## src/verilog/loop_ctrl_consts.svh

```systemverilog
/*
 * offsets, field positions, reset values and frame constants of the port and loop control block.
 * assumes a 16-bit apb byte address and a 32-bit data bus.
 */
`ifndef LOOP_CTRL_CONSTS_SVH
`define LOOP_CTRL_CONSTS_SVH

// ==========================================================
// register byte addresses
`define ADDR_LOOP_CTRL 16'h0100
`define ADDR_LINK_STATUS 16'h0110
`define ADDR_PORT_CFG 16'h0120
`define ADDR_TX_SHIFT 16'h0124
`define ADDR_FWD_FIFO 16'h0128

// ==========================================================
// reset values
`define RST_LOOP_CTRL 8'h00
`define RST_PORT_CFG 12'h000
`define RST_TX_SHIFT 9'h000
`define RST_FWD_THR 5'h08

// ==========================================================
// field positions
`define CFG_POL_LSB 0
`define CFG_UNUSED_LSB 4
`define CFG_ELD_LSB 8
`define SHIFT_AUTO_BIT 8
`define STAT_OPEN_LSB 4
`define STAT_OVF_BIT 8

// ==========================================================
// frame layout and sizes
`define NPORT 4
`define FIFO_DEPTH 16
`define FIFO_WIDTH 6
`define CIRC_NIBBLE 12'h01c
`define CIRC_BIT 1
`define NIB_MAX 12'hfff

`endif

```

## src/verilog/loop_ctrl_pkg.sv

```systemverilog
/*
 * types of the port and loop control block.
 * assumes nothing of its surroundings.
 */
package loop_ctrl_pkg;

   // ==========================================================
   // per-port loop mode, two bits of the loop control register
   typedef enum logic [1:0] {
      LOOP_AUTO = 2'h0,
      LOOP_OPEN = 2'h1,
      LOOP_CLOSED = 2'h2,
      LOOP_RSVD = 2'h3
   } loop_mode_t;

   // ==========================================================
   // ingress frame states, gray along idle -> run -> drop
   typedef enum logic [1:0] {
      RX_IDLE = 2'b00,
      RX_RUN = 2'b01,
      RX_DROP = 2'b11
   } rx_state_t;

endpackage : loop_ctrl_pkg

```

## src/verilog/fwd_fifo.sv

```systemverilog
/*
 * forwarding fifo with valid/ready on both sides and a fill level.
 * assumes one clock and an asynchronous active-low reset.
 */
`timescale 1ns/1ps
module fwd_fifo #(
   parameter int WIDTH = 6,
   parameter int DEPTH = 16
) (
   // clock and reset
   input wire logic i_clk,
   input wire logic i_arst_n,
   // fill side
   input wire logic i_in_valid,
   output logic o_in_ready,
   input wire logic [WIDTH-1:0] i_in_data,
   // drain side
   output logic o_out_valid,
   input wire logic i_out_ready,
   output logic [WIDTH-1:0] o_out_data,
   output logic [$clog2(DEPTH):0] o_level
);
   localparam int AW = $clog2(DEPTH);

   logic [WIDTH-1:0] mem_q [DEPTH];
   logic [AW-1:0] wr_q;
   logic [AW-1:0] rd_q;
   logic [AW:0] cnt_q;
   logic push;
   logic pop;

   assign o_in_ready = cnt_q < (AW+1)'(DEPTH);
   assign o_out_valid = cnt_q != '0;
   assign push = i_in_valid && o_in_ready;
   assign pop = o_out_valid && i_out_ready;
   assign o_out_data = mem_q[rd_q];
   assign o_level = cnt_q;

   // ==========================================================
   // storage has no reset: only written entries are ever read
   always_ff @(posedge i_clk) begin
      if (push) begin
         mem_q[wr_q] <= i_in_data;
      end
   end

   always_ff @(posedge i_clk or negedge i_arst_n) begin
      if (!i_arst_n) begin
         wr_q <= '0;
         rd_q <= '0;
         cnt_q <= '0;
      end else begin
         if (push) begin
            wr_q <= wr_q + 1'b1;
         end
         if (pop) begin
            rd_q <= rd_q + 1'b1;
         end
         if (push && !pop) begin
            cnt_q <= cnt_q + 1'b1;
         end else if (pop && !push) begin
            cnt_q <= cnt_q - 1'b1;
         end
      end
   end
endmodule : fwd_fifo

```

## src/verilog/port_loop_ctrl.sv

```systemverilog
/*
 * port link tracking, loop closing and frame forwarding of a four-port slave controller,
 * with an apb register slave.
 * assumes mii nibble streams clocked by one link clock synchronous to the system clock,
 * link indication pins from the phys and a management-ok level from the phy management logic.
 */
// The implementer's own choice: the APB slave port.
// What this block does
// - unused port holds no link and closes automatically, sending nothing out, except port 0 while no port has link
// - frame passing while port 0 is auto closed gets its loop marker set
// - marked frame arriving while port 0 is auto closed is destroyed
// - when no port has link, port 0 opens automatically
// - link of every port is readable in the link status register, read as no link for unused or error-dropped ports
// - link pin read with configurable polarity; unused pins driven to no-link outside
// - default fifo size tolerates 100 ppm partner clock deviation
// - no transmit fifo; manual skew moves transmit timing into phy window
// - auto skew finds and applies shift itself; clocks must stay synchronous
// - error link drop needs working phy management; enable per mii port
`timescale 1ns/1ps
`include "loop_ctrl_consts.svh"
module port_loop_ctrl (
   // clock and reset
   input wire logic i_sys_clk,
   input wire logic i_arst_n,
   // apb slave
   input wire logic i_psel,
   input wire logic i_penable,
   input wire logic i_pwrite,
   input wire logic [15:0] i_paddr,
   input wire logic [31:0] i_pwdata,
   output logic [31:0] o_prdata,
   output logic o_pready,
   output logic o_pslverr,
   // mii receive side, all ports on one link clock
   input wire logic i_link_clk,
   input wire logic [3:0] i_link_pin,
   input wire logic [3:0] i_rx_dv,
   input wire logic [3:0] i_rx_er,
   input wire logic [15:0] i_rxd,
   input wire logic i_mgmt_ok,
   // mii transmit side
   output logic [15:0] o_txd,
   output logic [3:0] o_tx_en,
   output logic [3:0] o_tx_er,
   output logic [3:0] o_port_open
);
   localparam int NP = `NPORT;
   localparam int SW = 29;

   // ==========================================================
   // synchronisers for everything from the pins
   logic [SW-1:0] s1_q;
   logic [SW-1:0] s2_q;
   logic clk3_q;
   logic lclk;
   logic [3:0] pin_s;
   logic [3:0] dv_s;
   logic [3:0] er_s;
   logic [15:0] rxd_s;
   logic rise;
   logic fall;

   always_ff @(posedge i_sys_clk or negedge i_arst_n) begin
      if (!i_arst_n) begin
         s1_q <= '0;
         s2_q <= '0;
         clk3_q <= 1'b0;
      end else begin
         s1_q <= {i_link_clk, i_link_pin, i_rx_dv, i_rx_er, i_rxd};
         s2_q <= s1_q;
         clk3_q <= s2_q[28];
      end
   end

   assign lclk = s2_q[28];
   assign pin_s = s2_q[27:24];
   assign dv_s = s2_q[23:20];
   assign er_s = s2_q[19:16];
   assign rxd_s = s2_q[15:0];
   assign rise = lclk && !clk3_q;
   assign fall = !lclk && clk3_q;

   // ==========================================================
   // registers
   logic [7:0] loop_ctrl_q;
   logic [11:0] port_cfg_q;
   logic [8:0] tx_shift_q;
   logic [4:0] fwd_thr_q;
   logic [31:0] prdata_q;
   logic pslverr_q;
   logic ovf_q;
   logic [3:0] link_ok;
   logic [3:0] open_w;
   logic setup;
   logic wr_en;
   logic [31:0] rd_mux;
   logic rd_hit;

   assign setup = i_psel && !i_penable;
   assign wr_en = i_psel && i_penable && i_pwrite;

   always_comb begin
      rd_mux = 32'h0000_0000;
      rd_hit = 1'b1;
      unique case (i_paddr)
         `ADDR_LOOP_CTRL: rd_mux = {24'h00_0000, loop_ctrl_q};
         `ADDR_LINK_STATUS: rd_mux = {23'h00_0000, ovf_q, open_w, link_ok};
         `ADDR_PORT_CFG: rd_mux = {20'h0_0000, port_cfg_q};
         `ADDR_TX_SHIFT: rd_mux = {23'h00_0000, tx_shift_q};
         `ADDR_FWD_FIFO: rd_mux = {27'h000_0000, fwd_thr_q};
         default: rd_hit = 1'b0;
      endcase
   end

   // answer is decoded in the setup cycle so the access phase ends at once
   always_ff @(posedge i_sys_clk or negedge i_arst_n) begin
      if (!i_arst_n) begin
         prdata_q <= 32'h0000_0000;
         pslverr_q <= 1'b0;
      end else if (setup) begin
         prdata_q <= i_pwrite ? 32'h0000_0000 : rd_mux;
         pslverr_q <= !rd_hit || (i_pwrite && i_paddr == `ADDR_LINK_STATUS);
      end
   end

   assign o_prdata = prdata_q;
   assign o_pslverr = o_pready && pslverr_q;
   assign o_pready = i_psel && i_penable;

   always_ff @(posedge i_sys_clk or negedge i_arst_n) begin
      if (!i_arst_n) begin
         loop_ctrl_q <= `RST_LOOP_CTRL;
         port_cfg_q <= `RST_PORT_CFG;
         tx_shift_q <= `RST_TX_SHIFT;
         fwd_thr_q <= `RST_FWD_THR;
      end else if (wr_en) begin
         unique case (i_paddr)
            `ADDR_LOOP_CTRL: loop_ctrl_q <= i_pwdata[7:0];
            `ADDR_PORT_CFG: port_cfg_q <= i_pwdata[11:0];
            `ADDR_TX_SHIFT: tx_shift_q <= i_pwdata[8:0];
            // a lower start level cuts latency but only suits accurate clocks
            `ADDR_FWD_FIFO: fwd_thr_q <= (i_pwdata[4:0] == 5'h00) ? 5'h01 : i_pwdata[4:0];
            default: ;
         endcase
      end
   end

   // ==========================================================
   // link state and loop control
   logic [3:0] pol;
   logic [3:0] unused;
   logic [3:0] eld_en;
   logic [3:0] drop_q;
   logic any_link;
   logic closed0_auto;

   assign pol = port_cfg_q[`CFG_POL_LSB +: 4];
   assign unused = port_cfg_q[`CFG_UNUSED_LSB +: 4];
   assign eld_en = port_cfg_q[`CFG_ELD_LSB +: 4];
   assign any_link = |link_ok;

   generate
      for (genvar p = 0; p < NP; p++) begin : g_port
         loop_ctrl_pkg::loop_mode_t mode;
         assign mode = loop_ctrl_pkg::loop_mode_t'(loop_ctrl_q[2*p +: 2]);
         assign link_ok[p] = !unused[p] && (pin_s[p] ^ pol[p]) && !drop_q[p];

         // dropped on a receive error, released once the pin shows no link
         always_ff @(posedge i_sys_clk or negedge i_arst_n) begin
            if (!i_arst_n) begin
               drop_q[p] <= 1'b0;
            end else if (!(pin_s[p] ^ pol[p])) begin
               drop_q[p] <= 1'b0;
            end else if (eld_en[p] && i_mgmt_ok && er_s[p] && rise) begin
               drop_q[p] <= 1'b1;
            end
         end

         if (p == 0) begin : g_p0
            always_comb begin
               unique case (mode)
                  loop_ctrl_pkg::LOOP_OPEN: open_w[p] = 1'b1;
                  loop_ctrl_pkg::LOOP_CLOSED: open_w[p] = 1'b0;
                  default: open_w[p] = link_ok[p] || !any_link;
               endcase
            end
            assign closed0_auto = (mode == loop_ctrl_pkg::LOOP_AUTO ||
                                   mode == loop_ctrl_pkg::LOOP_RSVD) && !open_w[p];
         end else begin : g_pn
            always_comb begin
               unique case (mode)
                  loop_ctrl_pkg::LOOP_OPEN: open_w[p] = 1'b1;
                  loop_ctrl_pkg::LOOP_CLOSED: open_w[p] = 1'b0;
                  default: open_w[p] = link_ok[p];
               endcase
            end
         end
      end
   endgenerate

   assign o_port_open = open_w;

   // ==========================================================
   // ingress: pick a source, mark or destroy, push into the fifo
   loop_ctrl_pkg::rx_state_t rx_state_q;
   logic [1:0] src_q;
   logic [1:0] dst_q;
   logic [11:0] nib_q;
   logic [1:0] start_src;
   logic [1:0] start_dst;
   logic start_ok;
   logic in_valid;
   logic in_ready;
   logic [5:0] in_data;
   logic [3:0] nib;
   logic nib_er;

   always_comb begin
      start_ok = 1'b0;
      start_src = 2'd0;
      start_dst = 2'd0;
      for (int p = NP - 1; p >= 0; p--) begin
         if (dv_s[p] && open_w[p]) begin
            start_ok = 1'b1;
            start_src = 2'(p);
         end
      end
      // next open port after the source; the source itself when none other is open
      start_dst = start_src;
      for (int k = NP - 1; k >= 1; k--) begin
         if (open_w[2'(start_src + 2'(k))]) begin
            start_dst = 2'(start_src + 2'(k));
         end
      end
   end

   assign nib = rxd_s[4*src_q +: 4];
   assign nib_er = er_s[src_q];

   always_comb begin
      in_valid = 1'b0;
      in_data = 6'h00;
      if (rise) begin
         unique case (rx_state_q)
            loop_ctrl_pkg::RX_IDLE: begin
               in_valid = start_ok;
               in_data = {2'b00, rxd_s[4*start_src +: 4]};
               in_data[4] = er_s[start_src];
            end
            loop_ctrl_pkg::RX_RUN: begin
               in_valid = 1'b1;
               if (!dv_s[src_q]) begin
                  in_data = 6'h20;
               end else if (nib_q == `CIRC_NIBBLE && closed0_auto) begin
                  if (nib[`CIRC_BIT]) begin
                     in_data = {2'b01, nib};
                  end else begin
                     in_data = {1'b0, nib_er, nib | 4'(1 << `CIRC_BIT)};
                  end
               end else begin
                  in_data = {1'b0, nib_er, nib};
               end
            end
            loop_ctrl_pkg::RX_DROP: begin
               // the end word follows the destroyed nibble at once, the rest is swallowed
               in_valid = nib_q == `CIRC_NIBBLE + 12'h001;
               in_data = 6'h20;
            end
            default: ;
         endcase
      end
   end

   always_ff @(posedge i_sys_clk or negedge i_arst_n) begin
      if (!i_arst_n) begin
         rx_state_q <= loop_ctrl_pkg::RX_IDLE;
         src_q <= 2'd0;
         dst_q <= 2'd0;
         nib_q <= 12'h000;
         ovf_q <= 1'b0;
      end else if (rise) begin
         if (in_valid && !in_ready) begin
            ovf_q <= 1'b1;
         end
         unique case (rx_state_q)
            loop_ctrl_pkg::RX_IDLE: begin
               if (start_ok) begin
                  rx_state_q <= loop_ctrl_pkg::RX_RUN;
                  src_q <= start_src;
                  dst_q <= start_dst;
                  nib_q <= 12'h001;
                  ovf_q <= !in_ready;
               end
            end
            loop_ctrl_pkg::RX_RUN: begin
               if (!dv_s[src_q]) begin
                  rx_state_q <= loop_ctrl_pkg::RX_IDLE;
               end else if (nib_q == `CIRC_NIBBLE && closed0_auto && nib[`CIRC_BIT]) begin
                  rx_state_q <= loop_ctrl_pkg::RX_DROP;
               end
               if (nib_q != `NIB_MAX) begin
                  nib_q <= nib_q + 12'h001;
               end
            end
            loop_ctrl_pkg::RX_DROP: begin
               if (!dv_s[src_q]) begin
                  rx_state_q <= loop_ctrl_pkg::RX_IDLE;
               end
               if (nib_q != `NIB_MAX) begin
                  nib_q <= nib_q + 12'h001;
               end
            end
            default: rx_state_q <= loop_ctrl_pkg::RX_IDLE;
         endcase
      end
   end

   // ==========================================================
   // forwarding fifo; a start level of half the depth absorbs the 100 ppm drift
   logic out_valid;
   logic out_ready;
   logic [5:0] out_data;
   logic [4:0] level;

   fwd_fifo #(
      .WIDTH(`FIFO_WIDTH),
      .DEPTH(`FIFO_DEPTH)
   ) u_fifo (
      .i_clk(i_sys_clk),
      .i_arst_n(i_arst_n),
      .i_in_valid(in_valid),
      .o_in_ready(in_ready),
      .i_in_data(in_data),
      .o_out_valid(out_valid),
      .i_out_ready(out_ready),
      .o_out_data(out_data),
      .o_level(level)
   );

   // ==========================================================
   // egress: one word per link clock, then skewed per port
   logic tx_act_q;
   logic [1:0] tx_dst_q;
   logic txw_en_q;
   logic txw_er_q;
   logic [3:0] txw_d_q;
   logic [3:0] dline_q;
   logic tx_go;

   assign tx_go = level >= fwd_thr_q || (out_valid && rx_state_q == loop_ctrl_pkg::RX_IDLE);
   assign out_ready = rise && (tx_act_q || tx_go);

   always_ff @(posedge i_sys_clk or negedge i_arst_n) begin
      if (!i_arst_n) begin
         tx_act_q <= 1'b0;
         tx_dst_q <= 2'd0;
         txw_en_q <= 1'b0;
         txw_er_q <= 1'b0;
         txw_d_q <= 4'h0;
      end else if (rise) begin
         if (!tx_act_q && tx_go) begin
            tx_act_q <= 1'b1;
            tx_dst_q <= dst_q;
         end
         if (tx_act_q || tx_go) begin
            // an empty fifo mid-frame would corrupt the frame, so flag it
            txw_en_q <= !out_valid || !out_data[5];
            txw_er_q <= !out_valid || out_data[4];
            txw_d_q <= out_valid ? out_data[3:0] : 4'h0;
            if (out_valid && out_data[5]) begin
               tx_act_q <= 1'b0;
            end
         end
      end
   end

   always_ff @(posedge i_sys_clk or negedge i_arst_n) begin
      if (!i_arst_n) begin
         dline_q <= 4'h0;
      end else begin
         dline_q <= {dline_q[2:0], rise};
      end
   end

   generate
      for (genvar p = 0; p < NP; p++) begin : g_tx
         logic strobe;
         // auto skew updates on the falling link edge, mid-way to the phy sample point
         assign strobe = tx_shift_q[`SHIFT_AUTO_BIT] ? fall : dline_q[tx_shift_q[2*p +: 2]];

         always_ff @(posedge i_sys_clk or negedge i_arst_n) begin
            if (!i_arst_n) begin
               o_tx_en[p] <= 1'b0;
               o_tx_er[p] <= 1'b0;
               o_txd[4*p +: 4] <= 4'h0;
            end else if (strobe) begin
               o_tx_en[p] <= txw_en_q && tx_dst_q == 2'(p) && open_w[p];
               o_tx_er[p] <= txw_er_q && tx_dst_q == 2'(p) && open_w[p];
               o_txd[4*p +: 4] <= (tx_dst_q == 2'(p)) ? txw_d_q : 4'h0;
            end
         end
      end
   endgenerate
endmodule : port_loop_ctrl

```

## config.mk

```make
export PLATFORM = sky130hd
export DESIGN_NAME = port_loop_ctrl
export DESIGN_NICKNAME = d
export VERILOG_FILES = /design/src/verilog/loop_ctrl_pkg.sv /design/src/verilog/fwd_fifo.sv /design/src/verilog/port_loop_ctrl.sv
export VERILOG_INCLUDE_DIRS = /design/src /design/src/verilog
export SDC_FILE = /design/constraint.sdc
export NUM_CORES = 1
export LEC_CHECK = 0
export BUFFER_PORTS_ARGS = -buffer_cell sky130_fd_sc_hd__buf_2
export CAP_MARGIN = 5
export CELL_PAD_IN_SITES_DETAIL_PLACEMENT = 1
export CELL_PAD_IN_SITES_GLOBAL_PLACEMENT = 1
export CORE_AREA = 4 4 230 187
export CTS_BUF_LIST = sky130_fd_sc_hd__clkbuf_8
export CTS_CLUSTER_DIAMETER = 120
export CTS_CLUSTER_SIZE = 8
export DETAILED_ROUTE_END_ITERATION = 12
export DIE_AREA = 0 0 234 191
export PLACE_DENSITY = 0.61
export SLEW_MARGIN = 10
export SYNTH_ARGS = -nofsm -noshare
export SYNTH_HDL_FRONTEND = slang
export SYNTH_SLANG_ARGS = --single-unit
export TNS_END_PERCENT = 1
```

## constraint.sdc

```tcl
create_clock -name i_sys_clk -period 5.1 [get_ports i_sys_clk]
set_input_delay 0.51 -clock i_sys_clk [delete_from_list [all_inputs] [get_ports i_sys_clk]]
set_output_delay 0.51 -clock i_sys_clk [all_outputs]
set_load 0.03 [all_outputs]
```

==> results.tsv, run 1 <==
metric	value	unit
fillers	4399	
post-route clock period utilization	0.785	
ant diodes	0	
Clock Tree Root	clkbuf_8	
overall routed net length	31.2	mm
Pleak	5.90	nW
CP endpoint	u_fifo.o_level[4]	
Max-Cap Viols	0	
total CTS buffers	40	
vias in the first global route	8573	
GPL Wtd Cong	0.825	
gr ovfl total	0	
gr usage total	0.142	
internal power	3.12	mW
Yosys Warn Count	0	
Clock power frac	0.381	
CTS tree	built	
Yosys reg bits	275	
Max clock buf depth	3	
average wire per standard cell	19.2	µm
Post-Synthesis Cells	934	
HPWL after DPL	22.9	mm
# rows	66	
status	finished, final reports clean	
Final Skew	0.0224	ns
CTS resizes	0	
Max IR drop VDD	0.186	mV
Post-CTS Hold Fix Bufs	1	
Final min period	4.00	ns
R2R Path End	u_fifo.o_level[4]	
Max Slew Vio Count	0	
core area	40500	µm²
top-area cell type share of the netlist area	0.369	
Worst Hold Class	in2reg	
Setup Crit Path Kind	reg2reg	
Worst Path Arrival	4.43	ns
Setup WS pre-CTS	1.11	ns
Setup TNS Final	0	ns
RSZ-0062 raised after global routing	false	
max frequency	0.250	GHz
IO Count	145	
First-pass DRT Iterations	4	
Vias	7980	
IO buf count	104	
final net count	1169	
Critical Path Fanout Max	10	
initial antenna violation count	0	
Design Power	4.09	mW
setup violators final	0	
post-route ant nets	0	
P per Cell Area	295	nW/µm²
endpoint class of the critical path	flip-flop	
worst skew pair latency	0.55	ns
die area	44700	µm²
global-route wire length before repair	49.7	mm
Rel. slew slack	0.227	
post-synthesis sequential area ratio	0.611	
Hold Vio Cnt, Final	0	
ys flop type	dfrtp_1	
Crit path required time	5.53	ns
P_sw	0.974	mW
Least-Margin Pin Slew	1.14	ns
Switching Share	0.238	
EDFF count, synth	96	
crit start category	flip-flop	
synthesized cell area	12100	µm²
Die Width	234	µm
share of cells above drive strength 1	0.215	
detailed-route DRC error count	0	
part of the power in combinational logic	0.046	
Sequential Power Share	0.573	
Die Y	191	µm
CTS clk-pin slew, worst paths	0.07	ns
H-tree depth	2	
Crit. Startpoint	loop_ctrl_q[4]	
synth-to-layout area growth	15.0	%
Synth area leaders	dfrtp_1, edfxtp_1, mux4_2	
DR vias/cell	4.89	
R2R cell count	14	
FFs w/ async S/R, synth	0.651	
worst reg2reg startpoint	loop_ctrl_q[4]	
Reg2Reg Setup Slack	1.10	ns
Post-CTS Setup Repair Bufs	0	
Starting Density	0.297	
Mapped Avg Cell Area	12.9	µm²
clock sinks	275	
Hold WS	0.0544	ns
Setup WS post-layout	1.10	ns
Iteration-0 DRC Markers	542	
largest net degree at the start of global routing	78	
Synth area leader	dfrtp_1	
synth unique cells	79	
[layer usage]
metal,vias to the layer above,GRT usage,wire length [µm]
met5,-,0,0
met4,0,0.0317,419
met3,32,0.0270,1510
met2,182,0.203,13100
met1,4082,0.220,16200
li1,3684,-,-
[critical path, stage by stage, from the launching register on]
cell and delay (ns):
dfrtp_1 0.42, ha_1 0.37, and3b_1 0.22, a41oi_1 0.51, nand3_2 0.35, o21ai_1 0.38, a211oi_4 0.18, ha_1 0.32
inv_1 0.13, ha_1 0.28, a21o_1 0.19, a21oi_1 0.18, xnor2_1 0.14, nor2_1 0.07, xor2_1 0.15
[cell type report]
class / count / area (µm²) / share of cell area
Clock buffer: 41 / 564 / 0.0407
Clock inverter: 24 / 101 / 0.00731
Inverter: 31 / 118 / 0.00848
Multi-Input combinational cell: 592 / 4360 / 0.314
Sequential cell: 275 / 7360 / 0.531
Tap cell: 544 / 681 / 0.0491
Timing Repair Buffer: 124 / 682 / 0.0492
[worst min-delay path by stage]
stage                     from       end  slack, ns  cells past startpoint
floorplan             i_arst_n    clk3_q       0.21                      0
global placement      s1_q[16]  s2_q[16]       0.34                      0
detailed placement     s1_q[0]   s2_q[0]       0.34                      0
CTS                 i_link_clk  s1_q[28]       0.01                      1
global route        i_link_clk  s1_q[28]       0.02                      1
finish              i_link_clk  s1_q[28]       0.05                      1
[through the flow]
stage	std cells	area (µm²)	utilization
2_1_floorplan	953	12100	-
3_3_place_gp	1565	13200	0.325
3_5_place_dp	1565	13200	0.325
4_1_cts	1631	13900	0.342
5_1_grt	1631	13900	0.342
6_report	1631	13900	0.342
[flip-flops by register name, summed over array words and instances (netlist names), 4 cells and up]
| register | cells |
|---|---|
| dline_q | 4 |
| drop_q | 4 |
| fwd_thr_q | 5 |
| loop_ctrl_q | 8 |
| nib_q | 12 |
| o_prdata | 12 |
| o_tx_en | 4 |
| o_tx_er | 4 |
| o_txd | 16 |
| port_cfg_q | 12 |
| s1_q | 29 |
| s2_q | 29 |
| tx_shift_q | 9 |
| txw_d_q | 4 |
| u_fifo.mem_q | 96 |
| u_fifo.o_level | 5 |
| u_fifo.rd_q | 4 |
| u_fifo.wr_q | 4 |
[cell usage after synthesis, types with 21 or more instances]
cell type and count:
inv_1 29, dfrtp_1 178, a21oi_1 26, nand3_1 26
nand2_1 93, mux2i_1 34, mux4_2 25, edfxtp_1 96
o21ai_0 52, clkbuf_1 25, ha_1 21, nor2_1 36
mux2_2 29
[cell families after synthesis]
logic type	Yosys count	synth area share
AO/OA/AOI/OAI	193	0.112
XOR/XNOR	21	0.0153
adder cells (fa/ha/maj)	23	0.0243
buffers and inverters	86	0.0337
flip-flops	275	0.611
multiplexers	88	0.102
other	1	0.000311
AND/OR/NAND/NOR	247	0.101
[cell usage in the layout (no fill, tap or decap), drive strengths merged, types with 18 or more instances in the layout]
cell,n
conb,20
ha,21
mux2,29
nand2,93
edfxtp,96
nand3,27
and2,18
dfrtp,178
nor2,36
nor3,18
clkbuf,42
mux4,25
inv,50
a22o,20
mux2i,34
o21ai,54
a21oi,26
buf,122
[power groups by stage]
stage | Clock [mW] | Sequential (mW) | Combinational (mW)
after global routing | 1.74 | 2.35 | 0.209
after CTS | 1.63 | 2.34 | 0.189
after floorplan | 0 | 2.38 | 0.106
after detailed placement | 0 | 2.39 | 0.188
after global placement | 0 | 2.39 | 0.184
final | 1.56 | 2.34 | 0.187
No activity file was read; power rests on OpenSTA's default activity.
==> run 2, diff against run 1 <==
--- a/config.mk
+++ b/config.mk
@@ -6,17 +6,18 @@
 export SDC_FILE = /design/constraint.sdc
 export NUM_CORES = 1
 export LEC_CHECK = 0
+export ABC_AREA = 1
 export BUFFER_PORTS_ARGS = -buffer_cell sky130_fd_sc_hd__buf_2
 export CAP_MARGIN = 5
 export CELL_PAD_IN_SITES_DETAIL_PLACEMENT = 1
 export CELL_PAD_IN_SITES_GLOBAL_PLACEMENT = 1
-export CORE_AREA = 4 4 230 187
+export CORE_AREA = 4 4 232 189
 export CTS_BUF_LIST = sky130_fd_sc_hd__clkbuf_8
 export CTS_CLUSTER_DIAMETER = 120
 export CTS_CLUSTER_SIZE = 8
 export DETAILED_ROUTE_END_ITERATION = 12
-export DIE_AREA = 0 0 234 191
-export PLACE_DENSITY = 0.61
+export DIE_AREA = 0 0 236 193
+export PLACE_DENSITY = 0.66
 export SLEW_MARGIN = 10
 export SYNTH_ARGS = -nofsm -noshare
 export SYNTH_HDL_FRONTEND = slang
==> constraint.sdc (replaced) <==
create_clock -name i_sys_clk -period 3.4 [get_ports i_sys_clk]
set_input_delay 0.34 -clock i_sys_clk [delete_from_list [all_inputs] [get_ports i_sys_clk]]
set_output_delay 0.34 -clock i_sys_clk [all_outputs]
set_load 0.03 [all_outputs]
==> run 2 against run 1 <==
  * Critical path depth rose by 7
  * Non-clock buffer count rose by 30
  * Die area rose by 1.9%
  * Routed wire length rose by 12%
  * Worst hold slack got worse by 0.018 ns
  * First-iteration DRC count rose by 5.0%
  * Final cell count rose by 25%
  * Utilization rose by 0.79 points
  * Critical path type unchanged
  * Maximum frequency rose by 28%
  * Synthesized cell count rose by 38%
  * Synthesized area rose by 2.3%
  * Largest power group unchanged
  * Clock power rose by 54%
==> results.tsv, run 2 <==
metric	value	unit	change
initial antenna violation count	0		unchanged
endpoint class of the critical path	flip-flop		
post-route clock period utilization	0.920		+0.135
IO Count	145		unchanged
Crit path required time	3.84	ns	-1.69 ns
largest net degree at the start of global routing	94		+21%
FFs w/ async S/R, synth	0.651		unchanged
Yosys Warn Count	0		unchanged
average wire per standard cell	17.2	µm	-10%
Die Width	236	µm	+0.85%
Synth area leaders	dfrtp_1, edfxtp_1, nand2_1		
final net count	1565		+34%
die area	45500	µm²	+1.9%
setup violators final	0		unchanged
gr ovfl total	0		unchanged
worst skew pair latency	0.56	ns	about the same
Max-Cap Viols	0		unchanged
Die Y	193	µm	+1.0%
internal power	5.70	mW	+83%
IO buf count	104		unchanged
crit start category	flip-flop		
commonest non-fill, non-tap cell in the layout	nand2_1		
synthesized cell area	12300	µm²	+2.3%
vias in the first global route	10104		+18%
ys flop type	dfrtp_1		
Max IR drop VDD	0.310	mV	+67%
core area	41500	µm²	+2.3%
Reg area	7360	µm²	about the same
gr usage total	0.153		+0.0117
Pleak	6.67	nW	+13%
fin cells	2035		+25%
clock sinks	275		unchanged
GR Util met2	0.234		+0.0303
CTS clk-pin slew, worst paths	0.07	ns	about the same
top-area cell type share of the netlist area	0.361		-0.00847
Iteration-0 DRC Markers	569		+5.0%
Final Skew	0.0397	ns	+0.0172 ns
commonest cells after routing, fill and taps aside	nand2_1, dfrtp_1, inv_1		
detailed-route DRC error count	0		unchanged
P per Cell Area	623	nW/µm²	+110%
multi-input logic area	4260	µm²	-2.2%
part of the power in combinational logic	0.277		+0.231
Worst Hold Class	in2reg		
Vias	9530		+19%
CTS tree	built		
post-synthesis sequential area ratio	0.597		-0.0140
top flop regs	u_fifo.mem_q (96), s1_q (29), s2_q (29)		
Max Slew Vio Count	0		unchanged
global route hottest layer	met2		
Setup Crit Path Kind	reg2reg		
max reg flops	96		unchanged
Rel. slew slack	0.463		+0.236
First-pass DRT Iterations	4		unchanged
Sequential Power Share	0.457		-0.116
top-count cell post-synth	nand2_1		
Final min period	3.13	ns	-0.874 ns
Critical Path Fanout Max	9		-1
Hold WS	0.0360	ns	-0.0184 ns
Clock Tree Root	clkbuf_8		
share of cells above drive strength 1	0.147		-0.0682
max frequency	0.320	GHz	+28%
Yosys reg bits	275		unchanged
status	finished, final reports clean		
Worst Path Arrival	3.57	ns	-0.86 ns
Mapped Avg Cell Area	9.54	µm²	-26%
Biggest register	u_fifo.mem_q		
EDFF count, synth	96		unchanged
Starting Density	0.297		about the same
Max clock buf depth	3		unchanged
Hold Vio Cnt, Final	0		unchanged
Least-Margin Pin Slew	0.803	ns	-0.340 ns
met1 Use GR	0.227		+0.00687
fillers	4812		+9.4%
synth-to-layout area growth	17.7	%	
post-route ant nets	0		unchanged
HPWL after DPL	25.2	mm	+10%
total CTS buffers	40		unchanged
DR vias/cell	4.68		-4.3%
Clock power frac	0.265		-0.116
Cells after DPL	1939		+24%
Synth area leader	dfrtp_1		
final core utilization	0.350		+0.00794
synth unique cells	49		-38%
overall routed net length	35.0	mm	+12%
Post-Synthesis Cells	1293		+38%
# rows	67		+1.5%
Switching Share	0.371		+0.133
Setup TNS Final	0	ns	unchanged
H-tree depth	2		unchanged
global-route wire length before repair	56.2	mm	+13%
P_sw	3.35	mW	+240%
met3 Use GR	0.0296		+0.00261
Design Power	9.05	mW	+120%
GPL Wtd Cong	0.832		+0.82%
commonest cells in the netlist	nand2_1, dfrtp_1, inv_1		
[run 2: changes by cell type after synthesis, moves of 17 or more]
cell	change
nand2_1	+219
mux2_2	-26
mux2i_1	-34
nor2_1	+64
nand4_1	+18
mux4_2	-25
o21ai_0	+59
a21oi_1	+22
nand3_1	+59
and2_1	-17
inv_1	+109
a22o_1	-20
[run 2: power groups by stage]
stage                     Clock (mW)  Sequential (mW)  Combinational (mW)
after floorplan                    0             4.18                1.58
after global placement             0             4.19                2.40
after detailed placement           0             4.20                2.48
after CTS                       2.48             4.14                2.51
after global routing            2.65             4.18                2.84
final                           2.40             4.14                2.51
[run 2: cell families (layout without fill, tap and decap cells)]
logic type	after synthesis	in the layout	synth area share
and+or+nand+nor	568	568	0.202
DFF	275	275	0.597
AOI/OAI and AO/OA	222	222	0.102
buffers and inverters	191	361	0.0655
adders and majority gates	22	22	0.0229
xor gates and xnor gates	11	11	0.00781
muxes	3	3	0.00274
other	1	21	0.000304
[run 2: path summary, 6_finish.rpt]
| check | start | endpoint | slack [ns] | cells after the start |
|---|---|---|---|---|
| worst min-delay path | i_pwdata[9] | port_cfg_q[9] | 0.04 | 2 |
| worst max-delay path | u_fifo.o_level[0] | u_fifo.o_level[4] | 0.27 | 21 |
| worst min register to register | s1_q[27] | s2_q[27] | 0.33 | 0 |
| min in group asynchronous | i_arst_n | s1_q[26] | 0.43 | 2 |
| max in group asynchronous | i_arst_n | s2_q[18] | 2.13 | 3 |
| worst max register to register | u_fifo.o_level[0] | u_fifo.o_level[4] | 0.27 | 21 |
[run 2: repair_timing]
item | CTS | global route
hold endpoints to repair | 120 | 0
hold buffers | 30 | 0
setup buffers | 0 | 1
resized for setup | 0 | 9
setup endpoints to repair | 0 | 2
[run 2: cell type report]
| class | instances | share of cell area |
|---|---|---|
| diodes | 1 | 0.000172 |
| clock buffers | 42 | 0.0398 |
| clock inverters | 22 | 0.00629 |
| inverters | 143 | 0.0373 |
| multi-input cells | 846 | 0.293 |
| flip-flops and latches | 275 | 0.507 |
| well taps | 552 | 0.0476 |
| repair buffers | 154 | 0.0683 |
[run 2: critical path: stages (launching register included)]
cell      delay [ns]
dfrtp_1         0.40
inv_2           0.08
ha_1            0.28
o21ai_1         0.15
a21boi_0        0.10
o21ai_1         0.13
nand2_1         0.09
a21oi_2         0.16
nand3_1         0.10
nand2_2         0.10
nor2_4          0.07
inv_2           0.12
ha_4            0.17
inv_1           0.08
ha_1            0.33
a21oi_1         0.17
nor2_1          0.05
nor2_1          0.14
nand2_1         0.07
nand2_1         0.06
nor2_1          0.04
xor2_1          0.13
[run 2: metal layers]
layer,vias to the layer above,share of wire
li1,4614,-
met1,4697,0.50
met2,180,0.43
met3,39,0.053
met4,0,0.015
met5,-,0
[run 2: stage by stage]
stage | area (µm²) | setup WS [ns]
3_3_place_gp | 13500 | 0.0889
3_5_place_dp | 13500 | 0.0303
6_report | 14500 | 0.273
5_1_grt | 14500 | -0.0346
2_1_floorplan | 12400 | 0.376
4_1_cts | 14500 | 0.0231
